### config.mk
export PLATFORM = sky130hd
export DESIGN_NAME = qri_query_rom
export DESIGN_NICKNAME = d
export VERILOG_FILES = /design/src/rtl/qri_pkg.sv /design/src/rtl/qri_query_rom.sv /design/src/rtl/qri_sync.sv /design/src/rtl/qri_field_decode.sv
export SDC_FILE = /design/constraint.sdc
export NUM_CORES = 1
export LEC_CHECK = 0
export BUFFER_PORTS_ARGS = -buffer_cell sky130_fd_sc_hd__clkbuf_2
export CAP_MARGIN = 5
export CORE_AREA = 5 5 69 102
export CTS_CLUSTER_DIAMETER = 50
export CTS_CLUSTER_SIZE = 16
export DETAILED_ROUTE_END_ITERATION = 6
export DIE_AREA = 0 0 74 107
export HOLD_SLACK_MARGIN = 0.05
export PLACE_DENSITY = 0.85
export SLEW_MARGIN = 20
export SYNTH_ARGS = -nofsm -noshare
export SYNTH_HDL_FRONTEND = slang
export SYNTH_SLANG_ARGS = --single-unit
### constraint.sdc
create_clock -name clk -period 2 [get_ports clk]
set_input_delay 0.4 -clock clk [delete_from_list [all_inputs] [get_ports clk]]
set_output_delay 0.4 -clock clk [all_outputs]
set_load 0.005 [all_outputs]
### src/rtl/qri_pkg.sv
// qri_pkg: constants, table contents and carrier types for the query region info rom.
// assumes one 20 MHz clock; table word offsets are query offsets on the 16-bit bus.
package qri_pkg;

  localparam int unsigned QRI_CLK_HZ      = 20_000_000;
  localparam int unsigned QRI_ADDR_W      = 10;
  localparam int unsigned QRI_DATA_W      = 16;
  localparam int unsigned QRI_BYTE_W      = 8;
  localparam int unsigned QRI_COLS        = 8;
  localparam int unsigned QRI_TBL_LEN     = 14;

  // query offsets: base P, descriptor at P+42h, table window 144h..151h
  localparam logic [9:0] QRI_P_BASE       = 10'h10A;
  localparam logic [9:0] QRI_DESC_OFS     = 10'h042;
  localparam logic [9:0] QRI_TBL_FIRST    = 10'h144;
  localparam logic [9:0] QRI_TBL_LAST     = 10'h151;

  // register offsets of the block's own control and status words
  localparam logic [9:0] QRI_REG_CTRL     = 10'h000;
  localparam logic [9:0] QRI_REG_STATUS   = 10'h001;
  localparam int unsigned QRI_CTRL_QEN    = 0;
  localparam int unsigned QRI_CTRL_WCLR   = 1;
  localparam logic        QRI_QEN_RST     = 1'b0;

  // byte positions inside the window (index 0 = 144h)
  localparam logic [3:0] QRI_LINK_IDX     = 4'h0;
  localparam logic [3:0] QRI_QTY_IDX      = 4'h4;
  localparam int unsigned QRI_LINK_LEN    = 4;
  localparam int unsigned QRI_DESC_LEN    = 6;

  // descriptor field positions
  localparam int unsigned QRI_D_EXP_LSB   = 0;
  localparam int unsigned QRI_D_LEG0_BIT  = 15;
  localparam int unsigned QRI_D_VAL_LSB   = 16;
  localparam int unsigned QRI_D_INV_LSB   = 32;
  localparam int unsigned QRI_D_LEG1_BIT  = 47;

  // link field positions
  localparam int unsigned QRI_L_OFS_LSB   = 0;
  localparam int unsigned QRI_L_OFS_W     = 10;
  localparam int unsigned QRI_L_SEG_LSB   = 10;
  localparam int unsigned QRI_L_SEG_W     = 18;
  localparam int unsigned QRI_L_TYPE_LSB  = 28;
  localparam int unsigned QRI_L_TYPE_W    = 3;
  localparam int unsigned QRI_L_NEXT_BIT  = 31;
  localparam int unsigned QRI_Q_N_W       = 4;
  localparam int unsigned QRI_Q_TDIE_BIT  = 4;
  localparam int unsigned QRI_Q_LTAB_BIT  = 5;

  // strap selections
  localparam logic [1:0] QRI_DEN_512M     = 2'h0;
  localparam logic [1:0] QRI_DEN_1G       = 2'h1;
  localparam logic [1:0] QRI_DEN_2G       = 2'h2;
  localparam logic [1:0] QRI_ARR_TOP      = 2'h0;
  localparam logic [1:0] QRI_ARR_BOT      = 2'h1;
  localparam logic [1:0] QRI_ARR_SYM      = 2'h2;
  localparam logic [2:0] QRI_SETTLE_CYC   = 3'h3;

  // one row per query offset, columns from msb: 512M top/bot/sym, 1G top/bot/sym, 2G upper/lower
  localparam logic [0:13][63:0] QRI_TABLE = '{
    64'h03FEFF03FEFFFF10, 64'h0001FF0003FFFFC8, 64'h8000FF8000FFFF00, 64'h0002FF0002FFFF00,
    64'h6464FF6464FFFF10, 64'h0000FF0000FFFFFF, 64'h0202FF0202FFFFFF, 64'h0303FF0303FFFFFF,
    64'h0000FF0000FFFFFF, 64'h8080FF8080FFFFFF, 64'h0000FF0000FFFFFF, 64'h0000FF0000FFFFFF,
    64'h0000FF0000FFFFFF, 64'h8080FF8080FFFFFF};

  typedef enum logic [1:0] {
    QRI_ST_SYNC    = 2'h0,
    QRI_ST_CAPTURE = 2'h1,
    QRI_ST_READY   = 2'h3
  } qri_state_t;

  typedef struct packed {
    logic [7:0] progExp;
    logic       progLegacy;
    logic [7:0] validSize;
    logic [7:0] invalidSize;
    logic       ctrlLegacy;
  } qri_desc_t;

  typedef struct packed {
    logic        present;
    logic [9:0]  segOffset;
    logic [17:0] segIndex;
    logic [2:0]  memType;
    logic        chained;
    logic [4:0]  quantity;
    logic        tableDieLoc;
    logic        linkTableLoc;
  } qri_link_t;

endpackage

### src/rtl/qri_query_rom.sv
// qri_query_rom: read-only query table for partition region 1, erase block type 2,
// plus the link field of the two-die part, with decoded field views.
// assumes straps are static pins and the register port master is on clk.
//
// Operation
// - six-byte region descriptor at P+42h
// - bits 7:0 give size exponent
// - bit 15 legacy flag voids exponent
// - valid size 23:16, invalid size 39:32
// - bit 47 legacy flag voids sizes
// - reserved descriptor bits not interpreted
// - link bits 9:0 segment address offset
// - link bits 27:10 segment index
// - link bits 30:28 type, 31 chained
// - quantity byte holds n, quantity n+1
// - quantity bits 4,5 locations; 7:6 reserved
//
// The address-and-strobe port and the placing of the registers are this design's own decisions.
`timescale 1ns/1ps
module qri_query_rom
  import qri_pkg::*;
(
  input  wire logic                  clk,
  input  wire logic                  rst_n,
  input  wire logic [QRI_ADDR_W-1:0] busAddr,
  input  wire logic [QRI_DATA_W-1:0] busWdata,
  input  wire logic                  busWr,
  input  wire logic                  busRd,
  output logic      [QRI_DATA_W-1:0] busRdata,
  input  wire logic [1:0]            densitySel,
  input  wire logic [1:0]            arrangeSel,
  input  wire logic                  dieUpper,
  output qri_desc_t                  descInfo,
  output qri_link_t                  linkInfo,
  output logic                       variantReady,
  output logic                       variantBad
);

  // ------------------------------------------------------------------
  // functions
  // ------------------------------------------------------------------

  // maps straps to a table column; bit 3 flags an unsupported combination
  function automatic logic [3:0] variantCol(
    input logic [1:0] den,
    input logic [1:0] arr,
    input logic       upper
  );
    logic [3:0] res;
    res = 4'h8;
    case (den)
      QRI_DEN_512M, QRI_DEN_1G: begin
        if (arr != 2'h3) begin
          res = {1'b0, (den == QRI_DEN_1G) ? 3'h3 : 3'h0} + {2'h0, arr};
        end
      end
      QRI_DEN_2G: begin
        if (arr == QRI_ARR_SYM) begin
          res = upper ? 4'h6 : 4'h7;
        end
      end
      default: begin
        res = 4'h8;
      end
    endcase
    return res;
  endfunction

  // one table byte for a column and window index
  function automatic logic [7:0] tableByte(
    input logic [2:0] col,
    input logic [3:0] idx
  );
    logic [63:0] row;
    int unsigned sh;
    row = QRI_TABLE[idx];
    sh  = (QRI_COLS - 1 - int'(col)) * QRI_BYTE_W;
    return row[sh +: QRI_BYTE_W];
  endfunction

  // true when an address falls inside the query window
  function automatic logic inWindow(input logic [QRI_ADDR_W-1:0] a);
    return (a >= QRI_TBL_FIRST) && (a <= QRI_TBL_LAST);
  endfunction

  // ------------------------------------------------------------------
  // strap synchronisers
  // ------------------------------------------------------------------
  logic [4:0] strapRaw;
  logic [4:0] strapSync;

  assign strapRaw = {densitySel, arrangeSel, dieUpper};

  qri_sync #(
    .WIDTH (5)
  ) u_strapSync (
    .clk     (clk),
    .rst_n   (rst_n),
    .pinIn   (strapRaw),
    .pinSync (strapSync)
  );

  // ------------------------------------------------------------------
  // variant capture: wait for the synchronisers to settle, then latch once
  // straps are sampled only after reset release, so changes later are ignored
  // ------------------------------------------------------------------
  qri_state_t state_r;
  qri_state_t state_nxt;
  logic [2:0] settle_r;
  logic [2:0] settle_nxt;
  logic [2:0] col_r;
  logic [2:0] col_nxt;
  logic       bad_r;
  logic       bad_nxt;
  logic       den2g_r;
  logic       den2g_nxt;
  logic [3:0] colLookup;

  assign colLookup = variantCol(strapSync[4:3], strapSync[2:1], strapSync[0]);

  always_comb begin
    state_nxt  = state_r;
    settle_nxt = settle_r;
    col_nxt    = col_r;
    bad_nxt    = bad_r;
    den2g_nxt  = den2g_r;
    case (state_r)
      QRI_ST_SYNC: begin
        if (settle_r == QRI_SETTLE_CYC) begin
          state_nxt = QRI_ST_CAPTURE;
        end else begin
          settle_nxt = settle_r + 3'h1;
        end
      end
      QRI_ST_CAPTURE: begin
        col_nxt   = colLookup[2:0];
        bad_nxt   = colLookup[3];
        den2g_nxt = (strapSync[4:3] == QRI_DEN_2G);
        state_nxt = QRI_ST_READY;
      end
      QRI_ST_READY: begin
        state_nxt = QRI_ST_READY;
      end
      default: begin
        state_nxt = QRI_ST_SYNC;
      end
    endcase
  end

  always_ff @(posedge clk or negedge rst_n) begin
    if (!rst_n) begin
      state_r  <= QRI_ST_SYNC;
      settle_r <= 3'h0;
      col_r    <= 3'h0;
      bad_r    <= 1'b0;
      den2g_r  <= 1'b0;
    end else begin
      state_r  <= state_nxt;
      settle_r <= settle_nxt;
      col_r    <= col_nxt;
      bad_r    <= bad_nxt;
      den2g_r  <= den2g_nxt;
    end
  end

  logic ready;
  logic tableOk;

  assign ready   = (state_r == QRI_ST_READY);
  assign tableOk = ready && !bad_r;

  // ------------------------------------------------------------------
  // descriptor and link assembly from the fixed table
  // ------------------------------------------------------------------
  logic [47:0] descRaw;
  logic [31:0] linkRaw;
  logic [7:0]  qtyRaw;
  logic [3:0]  descBase;

  // descriptor starts at P+42h, expressed as a window index
  assign descBase = 4'((QRI_P_BASE + QRI_DESC_OFS) - QRI_TBL_FIRST);

  always_comb begin
    descRaw = '0;
    linkRaw = '0;
    for (int i = 0; i < QRI_DESC_LEN; i++) begin
      descRaw[i*QRI_BYTE_W +: QRI_BYTE_W] = tableByte(col_r, descBase + 4'(i));
    end
    for (int j = 0; j < QRI_LINK_LEN; j++) begin
      linkRaw[j*QRI_BYTE_W +: QRI_BYTE_W] = tableByte(col_r, QRI_LINK_IDX + 4'(j));
    end
    qtyRaw = tableByte(col_r, QRI_QTY_IDX);
  end

  qri_desc_t descDec;
  qri_link_t linkDec;

  qri_field_decode u_fieldDecode (
    .descRaw   (descRaw),
    .linkRaw   (linkRaw),
    .qtyRaw    (qtyRaw),
    .linkValid (den2g_r),
    .descOut   (descDec),
    .linkOut   (linkDec)
  );

  qri_desc_t descInfo_r;
  qri_desc_t descInfo_nxt;
  qri_link_t linkInfo_r;
  qri_link_t linkInfo_nxt;

  // decoded views stay zero until a valid variant is latched
  always_comb begin
    descInfo_nxt = '0;
    linkInfo_nxt = '0;
    if (tableOk) begin
      descInfo_nxt = descDec;
      linkInfo_nxt = linkDec;
    end
  end

  always_ff @(posedge clk or negedge rst_n) begin
    if (!rst_n) begin
      descInfo_r <= '0;
      linkInfo_r <= '0;
    end else begin
      descInfo_r <= descInfo_nxt;
      linkInfo_r <= linkInfo_nxt;
    end
  end

  // ------------------------------------------------------------------
  // control register: query enable and a sticky table-write flag
  // ------------------------------------------------------------------
  logic qen_r;
  logic qen_nxt;
  logic wrSeen_r;
  logic wrSeen_nxt;
  logic ctrlWr;
  logic tblWr;

  assign ctrlWr = busWr && (busAddr == QRI_REG_CTRL);
  assign tblWr  = busWr && inWindow(busAddr);

  always_comb begin
    qen_nxt    = qen_r;
    wrSeen_nxt = wrSeen_r;
    if (ctrlWr) begin
      qen_nxt = busWdata[QRI_CTRL_QEN];
      if (busWdata[QRI_CTRL_WCLR]) begin
        wrSeen_nxt = 1'b0;
      end
    end
    // a write to the table is dropped; only the flag records it
    if (tblWr) begin
      wrSeen_nxt = 1'b1;
    end
  end

  always_ff @(posedge clk or negedge rst_n) begin
    if (!rst_n) begin
      qen_r    <= QRI_QEN_RST;
      wrSeen_r <= 1'b0;
    end else begin
      qen_r    <= qen_nxt;
      wrSeen_r <= wrSeen_nxt;
    end
  end

  // ------------------------------------------------------------------
  // read path: data one cycle after the strobe, only in that cycle
  // ------------------------------------------------------------------
  logic [QRI_DATA_W-1:0] rdata_r;
  logic [QRI_DATA_W-1:0] rdata_nxt;
  logic [3:0]            rdIdx;

  assign rdIdx = 4'(busAddr - QRI_TBL_FIRST);

  always_comb begin
    rdata_nxt = '0;
    if (busRd) begin
      if (busAddr == QRI_REG_CTRL) begin
        rdata_nxt = {14'h0000, wrSeen_r, qen_r};
      end else if (busAddr == QRI_REG_STATUS) begin
        rdata_nxt = {9'h000, den2g_r, bad_r, ready, col_r, 1'b0};
      end else if (inWindow(busAddr) && qen_r && tableOk) begin
        rdata_nxt = {8'h00, tableByte(col_r, rdIdx)};
      end
    end
  end

  always_ff @(posedge clk or negedge rst_n) begin
    if (!rst_n) begin
      rdata_r <= '0;
    end else begin
      rdata_r <= rdata_nxt;
    end
  end

  assign busRdata     = rdata_r;
  assign descInfo     = descInfo_r;
  assign linkInfo     = linkInfo_r;
  assign variantReady = ready;
  assign variantBad   = bad_r;

endmodule

### src/rtl/qri_sync.sv
// qri_sync: two-flop synchroniser for a group of strap pins.
// assumes each bit is a slow level; bits are not guaranteed coherent with each other.
`timescale 1ns/1ps
module qri_sync #(
  parameter int unsigned WIDTH = 1
) (
  input  wire logic             clk,
  input  wire logic             rst_n,
  input  wire logic [WIDTH-1:0] pinIn,
  output logic      [WIDTH-1:0] pinSync
);

  logic [WIDTH-1:0] meta_r;
  logic [WIDTH-1:0] sync_r;

  genvar gi;
  generate
    for (gi = 0; gi < WIDTH; gi++) begin : g_bit
      always_ff @(posedge clk or negedge rst_n) begin
        if (!rst_n) begin
          meta_r[gi] <= 1'b0;
          sync_r[gi] <= 1'b0;
        end else begin
          meta_r[gi] <= pinIn[gi];
          sync_r[gi] <= meta_r[gi];
        end
      end
    end
  endgenerate

  assign pinSync = sync_r;

endmodule

### src/rtl/qri_field_decode.sv
// qri_field_decode: splits raw descriptor, link and quantity bytes into named fields.
// assumes raw bytes come straight from the table; purely combinational.
`timescale 1ns/1ps
module qri_field_decode
  import qri_pkg::*;
(
  input  wire logic [47:0] descRaw,
  input  wire logic [31:0] linkRaw,
  input  wire logic [7:0]  qtyRaw,
  input  wire logic        linkValid,
  output qri_desc_t        descOut,
  output qri_link_t        linkOut
);

  logic [4:0] qtyPlusOne;

  // n is 4 bits, quantity n+1 needs 5
  assign qtyPlusOne = {1'b0, qtyRaw[QRI_Q_N_W-1:0]} + 5'h01;

  always_comb begin
    descOut             = '0;
    descOut.progExp     = descRaw[QRI_D_EXP_LSB +: QRI_BYTE_W];
    descOut.progLegacy  = descRaw[QRI_D_LEG0_BIT];
    descOut.validSize   = descRaw[QRI_D_VAL_LSB +: QRI_BYTE_W];
    descOut.invalidSize = descRaw[QRI_D_INV_LSB +: QRI_BYTE_W];
    descOut.ctrlLegacy  = descRaw[QRI_D_LEG1_BIT];
    // reserved bits 14:8, 31:24, 46:40 are deliberately not carried
    linkOut              = '0;
    if (linkValid) begin
      linkOut.present      = 1'b1;
      linkOut.segOffset    = linkRaw[QRI_L_OFS_LSB +: QRI_L_OFS_W];
      linkOut.segIndex     = linkRaw[QRI_L_SEG_LSB +: QRI_L_SEG_W];
      linkOut.memType      = linkRaw[QRI_L_TYPE_LSB +: QRI_L_TYPE_W];
      linkOut.chained      = linkRaw[QRI_L_NEXT_BIT];
      linkOut.quantity     = qtyPlusOne;
      linkOut.tableDieLoc  = qtyRaw[QRI_Q_TDIE_BIT];
      linkOut.linkTableLoc = qtyRaw[QRI_Q_LTAB_BIT];
    end
  end

endmodule

---- Word-level counts from Yosys, hierarchy flattened ----
Memories as Yosys holds them, arrays and structs flattened.
Cells that the tools add are included.
operators by class
  multiplexer cells ....................... 19
  equal/unequal tests ..................... 9
  bitwise gates (word level) .............. 2
  shift operators ......................... 8
  add/subtract/negate cells ............... 5
  reduce and logical (&&, ||, !) cells .... 16
  order comparisons ....................... 3
  div/mod/pow operators ................... 0
  multipliers ............................. 0
operators with widths
  operator                  count
  $shiftx 64x33->8 const A  6
  $mux 64                   2
  $mux 40                   2
  $shiftx 64x33->6 const A  1
  $shiftx 64x33->8          1
  $mux 16                   2
  $mux 26                   1
  $mux 8                    2
  $eq 10x1->1 const B       1
  $ge 10x9->1 const B       1
  $le 10x9->1 const B       1
  $logic_not 10->1          1
  $mux 4                    2
  $pmux 4 s2                1
  $eq 2x2->1 const B        3
  $logic_and 1x1->1         6
  $add 4x1->5 const B       1
  $ge 5x5->1 const B        1
  $not 4->5                 1
  $eq 2x1->1 const B        2
  $logic_not 2->1           2
  $mux 1                    4
  $mux 2                    2
  $ne 2x2->1 const B        2
  11 further kinds          14
storage, ports and cells
  memories ................................ 1
  output and inout bits ................... 84
  bits in latches ......................... 0
  bits in registers ....................... 104
  word-level logic and storage cells ...... 94
  bits in read-only memories .............. 1024
  RAM bits ................................ 0
memory list
  name              words  bits a word  rd ports  clocked after Yosys merged registers in  wr ports  RTL line             RTL
  (name not given)  16     64           1         0                                        0         qri_query_rom.sv:76  row = QRI_TABLE[idx];

---- Longest topological paths before layout ----
  depth in word-level cells ............... 10
  depth in mapped cells ................... 10
  mapped depth without buffers ............ 7

---- Cells and area by module ----
From an unflattened synthesis, not the netlist that was laid out.
unflattened totals
  cells, all modules ...................... 409
  area, all modules ....................... 4540.6 sq um
by module, submodules not included
  module            cells an instance  times used  sequential area each (sq um)  area an instance (sq um)
  qri_query_rom     324                1           2152.1                        3774.9
  qri_field_decode  75                 1           0.0                           515.5
  qri_sync          10                 1           250.2                         250.2

---- Worst setup path before layout ----
OpenSTA, ideal clock, no wires.
  kind .................................... input to register
  start ................................... input busAddr[2]
  end ..................................... register rdata_r[1] (netlist: busRdata[1])
  data arrival time ....................... 2.071 ns
  buffers on the path ..................... 3
  path slack .............................. -0.202 ns
  cell stages on the path ................. 10
  path through ............................ buf_2 buf_2 inv_1 ha_1 clkbuf_1 o2111ai_1 nand2_1 a21oi_1 o41ai_1 a21oi_1
between the ends
  longest elaborated chain between the ends .. 10
  elaborated cells between the ends (all ways) .. 17
  those cells by class .................... 1 x add/sub; 2 x order compare; 1 x eq/ne; 1 x shift; 6 x mux; 1 x bitwise; 4 x reduce/logical; 1 x memory
RTL lines
  item                                         RTL line              RTL
  start: declaration                           qri_query_rom.sv:25   input wire logic [QRI_ADDR_W-1:0] busAddr,
  $sub 4x3->4                                  qri_query_rom.sv:277  assign rdIdx = 4'(busAddr - QRI_TBL_FIRST);
  $not 4->5 (implied by the code)              qri_query_rom.sv:76
  $mem_v2 16x64                                --
  $mux 64 (implied by the code) (2 in series)  qri_query_rom.sv:76
  $shiftx 64x33->8                             qri_query_rom.sv:78   return row[sh +: QRI_BYTE_W];
  $mux 8                                       qri_query_rom.sv:286  end else if (inWindow(busAddr) && qen_r && tableOk) begin
  $mux 8                                       qri_query_rom.sv:284  end else if (busAddr == QRI_REG_STATUS) begin
  $mux 16 *                                    qri_query_rom.sv:282  if (busAddr == QRI_REG_CTRL) begin
  $mux 16 *                                    qri_query_rom.sv:281  if (busRd) begin
  net rdata_nxt[1]                             qri_query_rom.sv:274  logic [QRI_DATA_W-1:0] rdata_nxt;
  end signal: assignment                       qri_query_rom.sv:296  rdata_r <= rdata_nxt;
  end: declaration                             qri_query_rom.sv:273  logic [QRI_DATA_W-1:0] rdata_r;
The timed path passes the listed nets; every way through them passes the cells marked *. The select of a mux whose other input is x is not followed.
A chain may end at the register's enable or synchronous reset.

---- Worst setup path after layout ----
  start ................................... register col_r[1]
  end ..................................... register rdata_r[0] (netlist: busRdata[0])
between the ends
  longest elaborated chain between the ends .. 6
RTL lines
  item                      RTL line              RTL
  start: declaration        qri_query_rom.sv:111  logic [2:0] col_r;
  start signal: assignment  qri_query_rom.sv:160  col_r <= col_nxt;
  $sub 3x3->4               qri_query_rom.sv:77   sh = (QRI_COLS - 1 - int'(col)) * QRI_BYTE_W;
  $shiftx 64x33->8          qri_query_rom.sv:78
  $mux 8                    qri_query_rom.sv:286
  $mux 8                    qri_query_rom.sv:284
  $mux 16                   qri_query_rom.sv:282
  $mux 16                   qri_query_rom.sv:281
  net rdata_nxt[0]          qri_query_rom.sv:274
The timed path passes the listed nets, and every way through them passes these cells.

==> metrics list <==
* HPWL after detailed placement: 4.12 mm
* Count of mapped cells out of synthesis: 270
* FF-to-FF path depth: 5
- Clock tree from TritonCTS: done
- Share of the clock period used by the worst path after layout: 87.4%
- Final critical-path setup slack: 0.252 ns
- Chip Height: 107 um
- Die area: 0.00792 mm2
* Setup repair after global routing missed its margin: no
- Aggregate global-route resource usage: 13.1%
- Measured against its own limit, the worst slew margin works out to 63.4%.
* Yosys warnings: 0
* Total of buffers placed on input and output ports: 95
- The setup path with the least slack is of type reg -> reg.
- The number of antenna diodes in the final layout is 0.
- Hold repair after CTS inserted 0 buffers.
- Avg Vias per Cell: 4.96
- Entering global routing, the biggest net connects 45 pins.
* Root buffer selected by CTS: sky130_fd_sc_hd__clkbuf_8
- The startpoint identified for the worst register-to-register timing path is col_r[1].
- Type of the most critical hold path: in -> async
- Post-Place Setup Slack: 0.00870 ns
- The synthesized netlist contains 46 unique library cells.
- VDD sags by at most 0.000481 V.
- Initial cell density of the core: 43.4%
* Clock sink count: 44
- STA classifies the critical path endpoint as a flip-flop.
- Once detail routing completed, the nets flagged for antenna violations numbered 0.
- Data arrival, critical path: 1.93 ns
- Slowest stage cell on the critical path: sky130_fd_sc_hd__dfrtp_1
* Post-CTS resize count: 0
- Proportion of synthesized flip-flops having asynchronous set or reset: 100%
- Along the worst path, the maximum fanout reaches 11.
- Number of buffers between clock root and the deepest sink: 2
* Largest clock skew in the final design: 0.0106 ns
- The first global-routing pass estimated 8.14 mm of wire.
- # fillers: 579
- Each instance of the synthesized netlist takes up on average 9.77 um2.
* Pin slew with the least headroom to its limit: 0.549 ns
- DR DRC count: 0
* Number of gates on the worst path with buffers counted: 5
- At the worst endpoint, the required time is 2.18 ns.
- The area growth from synthesis to layout is 12.4%.
* H-tree levels: 2
- Tracing the worst setup path back leads to its startpoint at col_r[1].
- The detailed router placed 1979 vias in this run.
* Launching element type of the critical path: flip-flop
- In this design, the largest share of critical-path delay is due to flip-flops.
- Routed length per placed instance: 13.0 um
* Drt total wl: 5.18 mm
- The core region is 0.00609 mm2.
* Cell Count Post-Placement: 391
* Largest stage delay on the critical path: 0.51 ns
- Synth top area share: 41.7%
- Worst Path Buf+Inv: 0
* Largest cells by area after synthesis: sky130_fd_sc_hd__dfrtp_1 42%, sky130_fd_sc_hd__buf_4 17%, sky130_fd_sc_hd__ha_1 6.6%
- Number of top-level pins: 119
- After floorplanning, the core was divided into 35 placement rows.
- The count of final hold-check violations came to 0.
- Finish-stage setup viols: 0
- Max-slew violations: 0
- The initial antenna violation count was 0.
- Post-route design area: 0.00297 mm2
- The net count of the finished layout is 374.
* MaxCap Viol Count: 0
* Detailed Routing Iterations Pass 1: 4
* Standby leakage power: 0.00157 uW
- Cells along the critical path: nor2b_1 > mux2i_1 > a21oi_1 > o31ai_1 > a21boi_1
- Total Negative Setup Slacks: 0 ns
- Share of final-layout standard cells stronger than drive strength 1: 38.2%
- The most used flip-flop cell after synthesis is sky130_fd_sc_hd__dfrtp_1.
- Yosys mapped a number of flops with a built-in enable equal to 0.
- Share of the yosys chip area belonging to registers: 41.7%
- sky130_fd_sc_hd__dfrtp_1 takes more of the synthesized area than any other cell.
- Layout Cells excl Fill: 399
* Max Fclk: 572 MHz
- Power Dens Cells: 665 mW/mm2
* Clock transition at the registers of the reported paths: 0.09 ns
- Placed cell areas: 0.00285 mm2
* Number of buffers inserted to repair setup after CTS: 0
* Number of buffers created by CTS: 5
* Global placer's final weighted congestion: 0.822
- Number of register bits inferred by synthesis: 44
* Number of global-route vias before repair: 1811
* Clock period minus final worst setup slack: 1.75 ns
* Outcome: finished, final reports clean
- The cell area that synthesis handed to floorplanning was 0.00264 mm2.
- The later pin in the worst-skew pair is clocked with a latency of 0.30 ns.
* Total power: 1970 uW
- Global-route congestion overflow total: 0
* Die extent in x: 74 um
- Detailed Route Iter0 Violations: 83
## worst register-to-register path: stages, from the launching register on
cell,delay [ns]
sky130_fd_sc_hd__dfrtp_1,0.51
sky130_fd_sc_hd__nor2b_1,0.44
sky130_fd_sc_hd__mux2i_1,0.23
sky130_fd_sc_hd__a21oi_1,0.08
sky130_fd_sc_hd__o31ai_1,0.27
sky130_fd_sc_hd__a21boi_1,0.11
## kinds of logic (layout without fill, tap and decap cells)
kind of cell	count (synthesis)	after routing	synth area share [%]
adder cells (fa/ha/maj)	15	15	7.40
AND/OR/NAND/NOR	67	67	14.3
buffers and inverters	83	130	20.7
AO/OA/AOI/OAI	52	52	12.5
multiplexers	7	7	2.94
flip-flops	44	44	41.7
XOR/XNOR	1	1	0.332
other	1	9	0.142
## power breakdown
group | switching (uW) | total [uW] | internal, uW
clock network | 314 | 723 | 409
registers | 34.7 | 956 | 921
logic | 163 | 293 | 130
## final timing paths
kind | endpoint | slack, ns
max | busRdata[0] | 0.25
min | u_strapSync.meta_r[3] | 0.15
max reg2reg | busRdata[0] | 0.25
min reg2reg | u_strapSync.pinSync[4] | 0.35
max in group asynchronous | qen_r | 1.47
min in group clk | u_strapSync.meta_r[4] | 0.20
## final cells by class
class / count / area, um2 / share of cell area [%]
Sequential cell: 44 / 1100 / 37.1
Multi-Input combinational cell: 151 / 1020 / 34.5
Clock inverter: 2 / 38.8 / 1.31
Clock buffer: 6 / 82.6 / 2.78
Inverter: 13 / 48.8 / 1.64
Tap cell: 74 / 92.6 / 3.12
Timing Repair Buffer: 109 / 581 / 19.6
## per-stage QoR
step,utilization (%),hold WS [ns]
2_1_floorplan,-,0.104
3_3_place_gp,46.7,0.333
3_5_place_dp,46.7,0.335
4_1_cts,48.7,0.179
5_1_grt,48.7,0.189
6_report,48.7,0.151
## flip-flops by register name (all words and copies together) (netlist names)
register             cells
linkInfo                12
wrSeen_r                 1
col_r                    3
den2g_r                  1
u_strapSync.meta_r       5
state_r                  2
settle_r                 3
u_strapSync.pinSync      5
qen_r                    1
descInfo                 2
variantBad               1
busRdata                 8
## cell usage in the layout, fill, tap and decap left out, types with 4 or more instances in the layout
cell type / instances
sky130_fd_sc_hd__clkbuf_2: 95
sky130_fd_sc_hd__dfrtp_1: 44
sky130_fd_sc_hd__nand2_1: 21
sky130_fd_sc_hd__a21oi_1: 21
sky130_fd_sc_hd__ha_1: 14
sky130_fd_sc_hd__buf_4: 14
sky130_fd_sc_hd__inv_1: 13
sky130_fd_sc_hd__nor2_1: 11
sky130_fd_sc_hd__conb_1: 9
sky130_fd_sc_hd__o21ai_0: 7
sky130_fd_sc_hd__clkbuf_8: 6
sky130_fd_sc_hd__nand3_1: 5
sky130_fd_sc_hd__nor2b_1: 5
sky130_fd_sc_hd__and2_1: 4
sky130_fd_sc_hd__nand2b_1: 4
sky130_fd_sc_hd__o211ai_1: 4
sky130_fd_sc_hd__mux2i_1: 4
## metal layers
layer	vias up	routed length (um)	GRT usage, %
met5	-	0	0
met4	0	111	4.79
met3	7	650	2.63
met2	123	2540	23.2
met1	900	1880	15.0
li1	949	-	-
## cells in the mapped netlist (3+ instances only)
cell type                   n
sky130_fd_sc_hd__and2_1     4
sky130_fd_sc_hd__nand2_1   21
sky130_fd_sc_hd__ha_1      14
sky130_fd_sc_hd__nand3_1    5
sky130_fd_sc_hd__o211ai_1   4
sky130_fd_sc_hd__dfrtp_1   44
sky130_fd_sc_hd__clkbuf_1   4
sky130_fd_sc_hd__nor2_1    11
sky130_fd_sc_hd__mux2i_1    4
sky130_fd_sc_hd__buf_2      4
sky130_fd_sc_hd__a21oi_1   21
sky130_fd_sc_hd__a211oi_1   3
sky130_fd_sc_hd__nand2b_1   4
sky130_fd_sc_hd__nor2b_1    5
sky130_fd_sc_hd__buf_4     61
sky130_fd_sc_hd__inv_1     13
sky130_fd_sc_hd__o21ai_0    7
sky130_fd_sc_hd__a21o_1     3
Note: power is estimated with default switching activity, not from simulation.
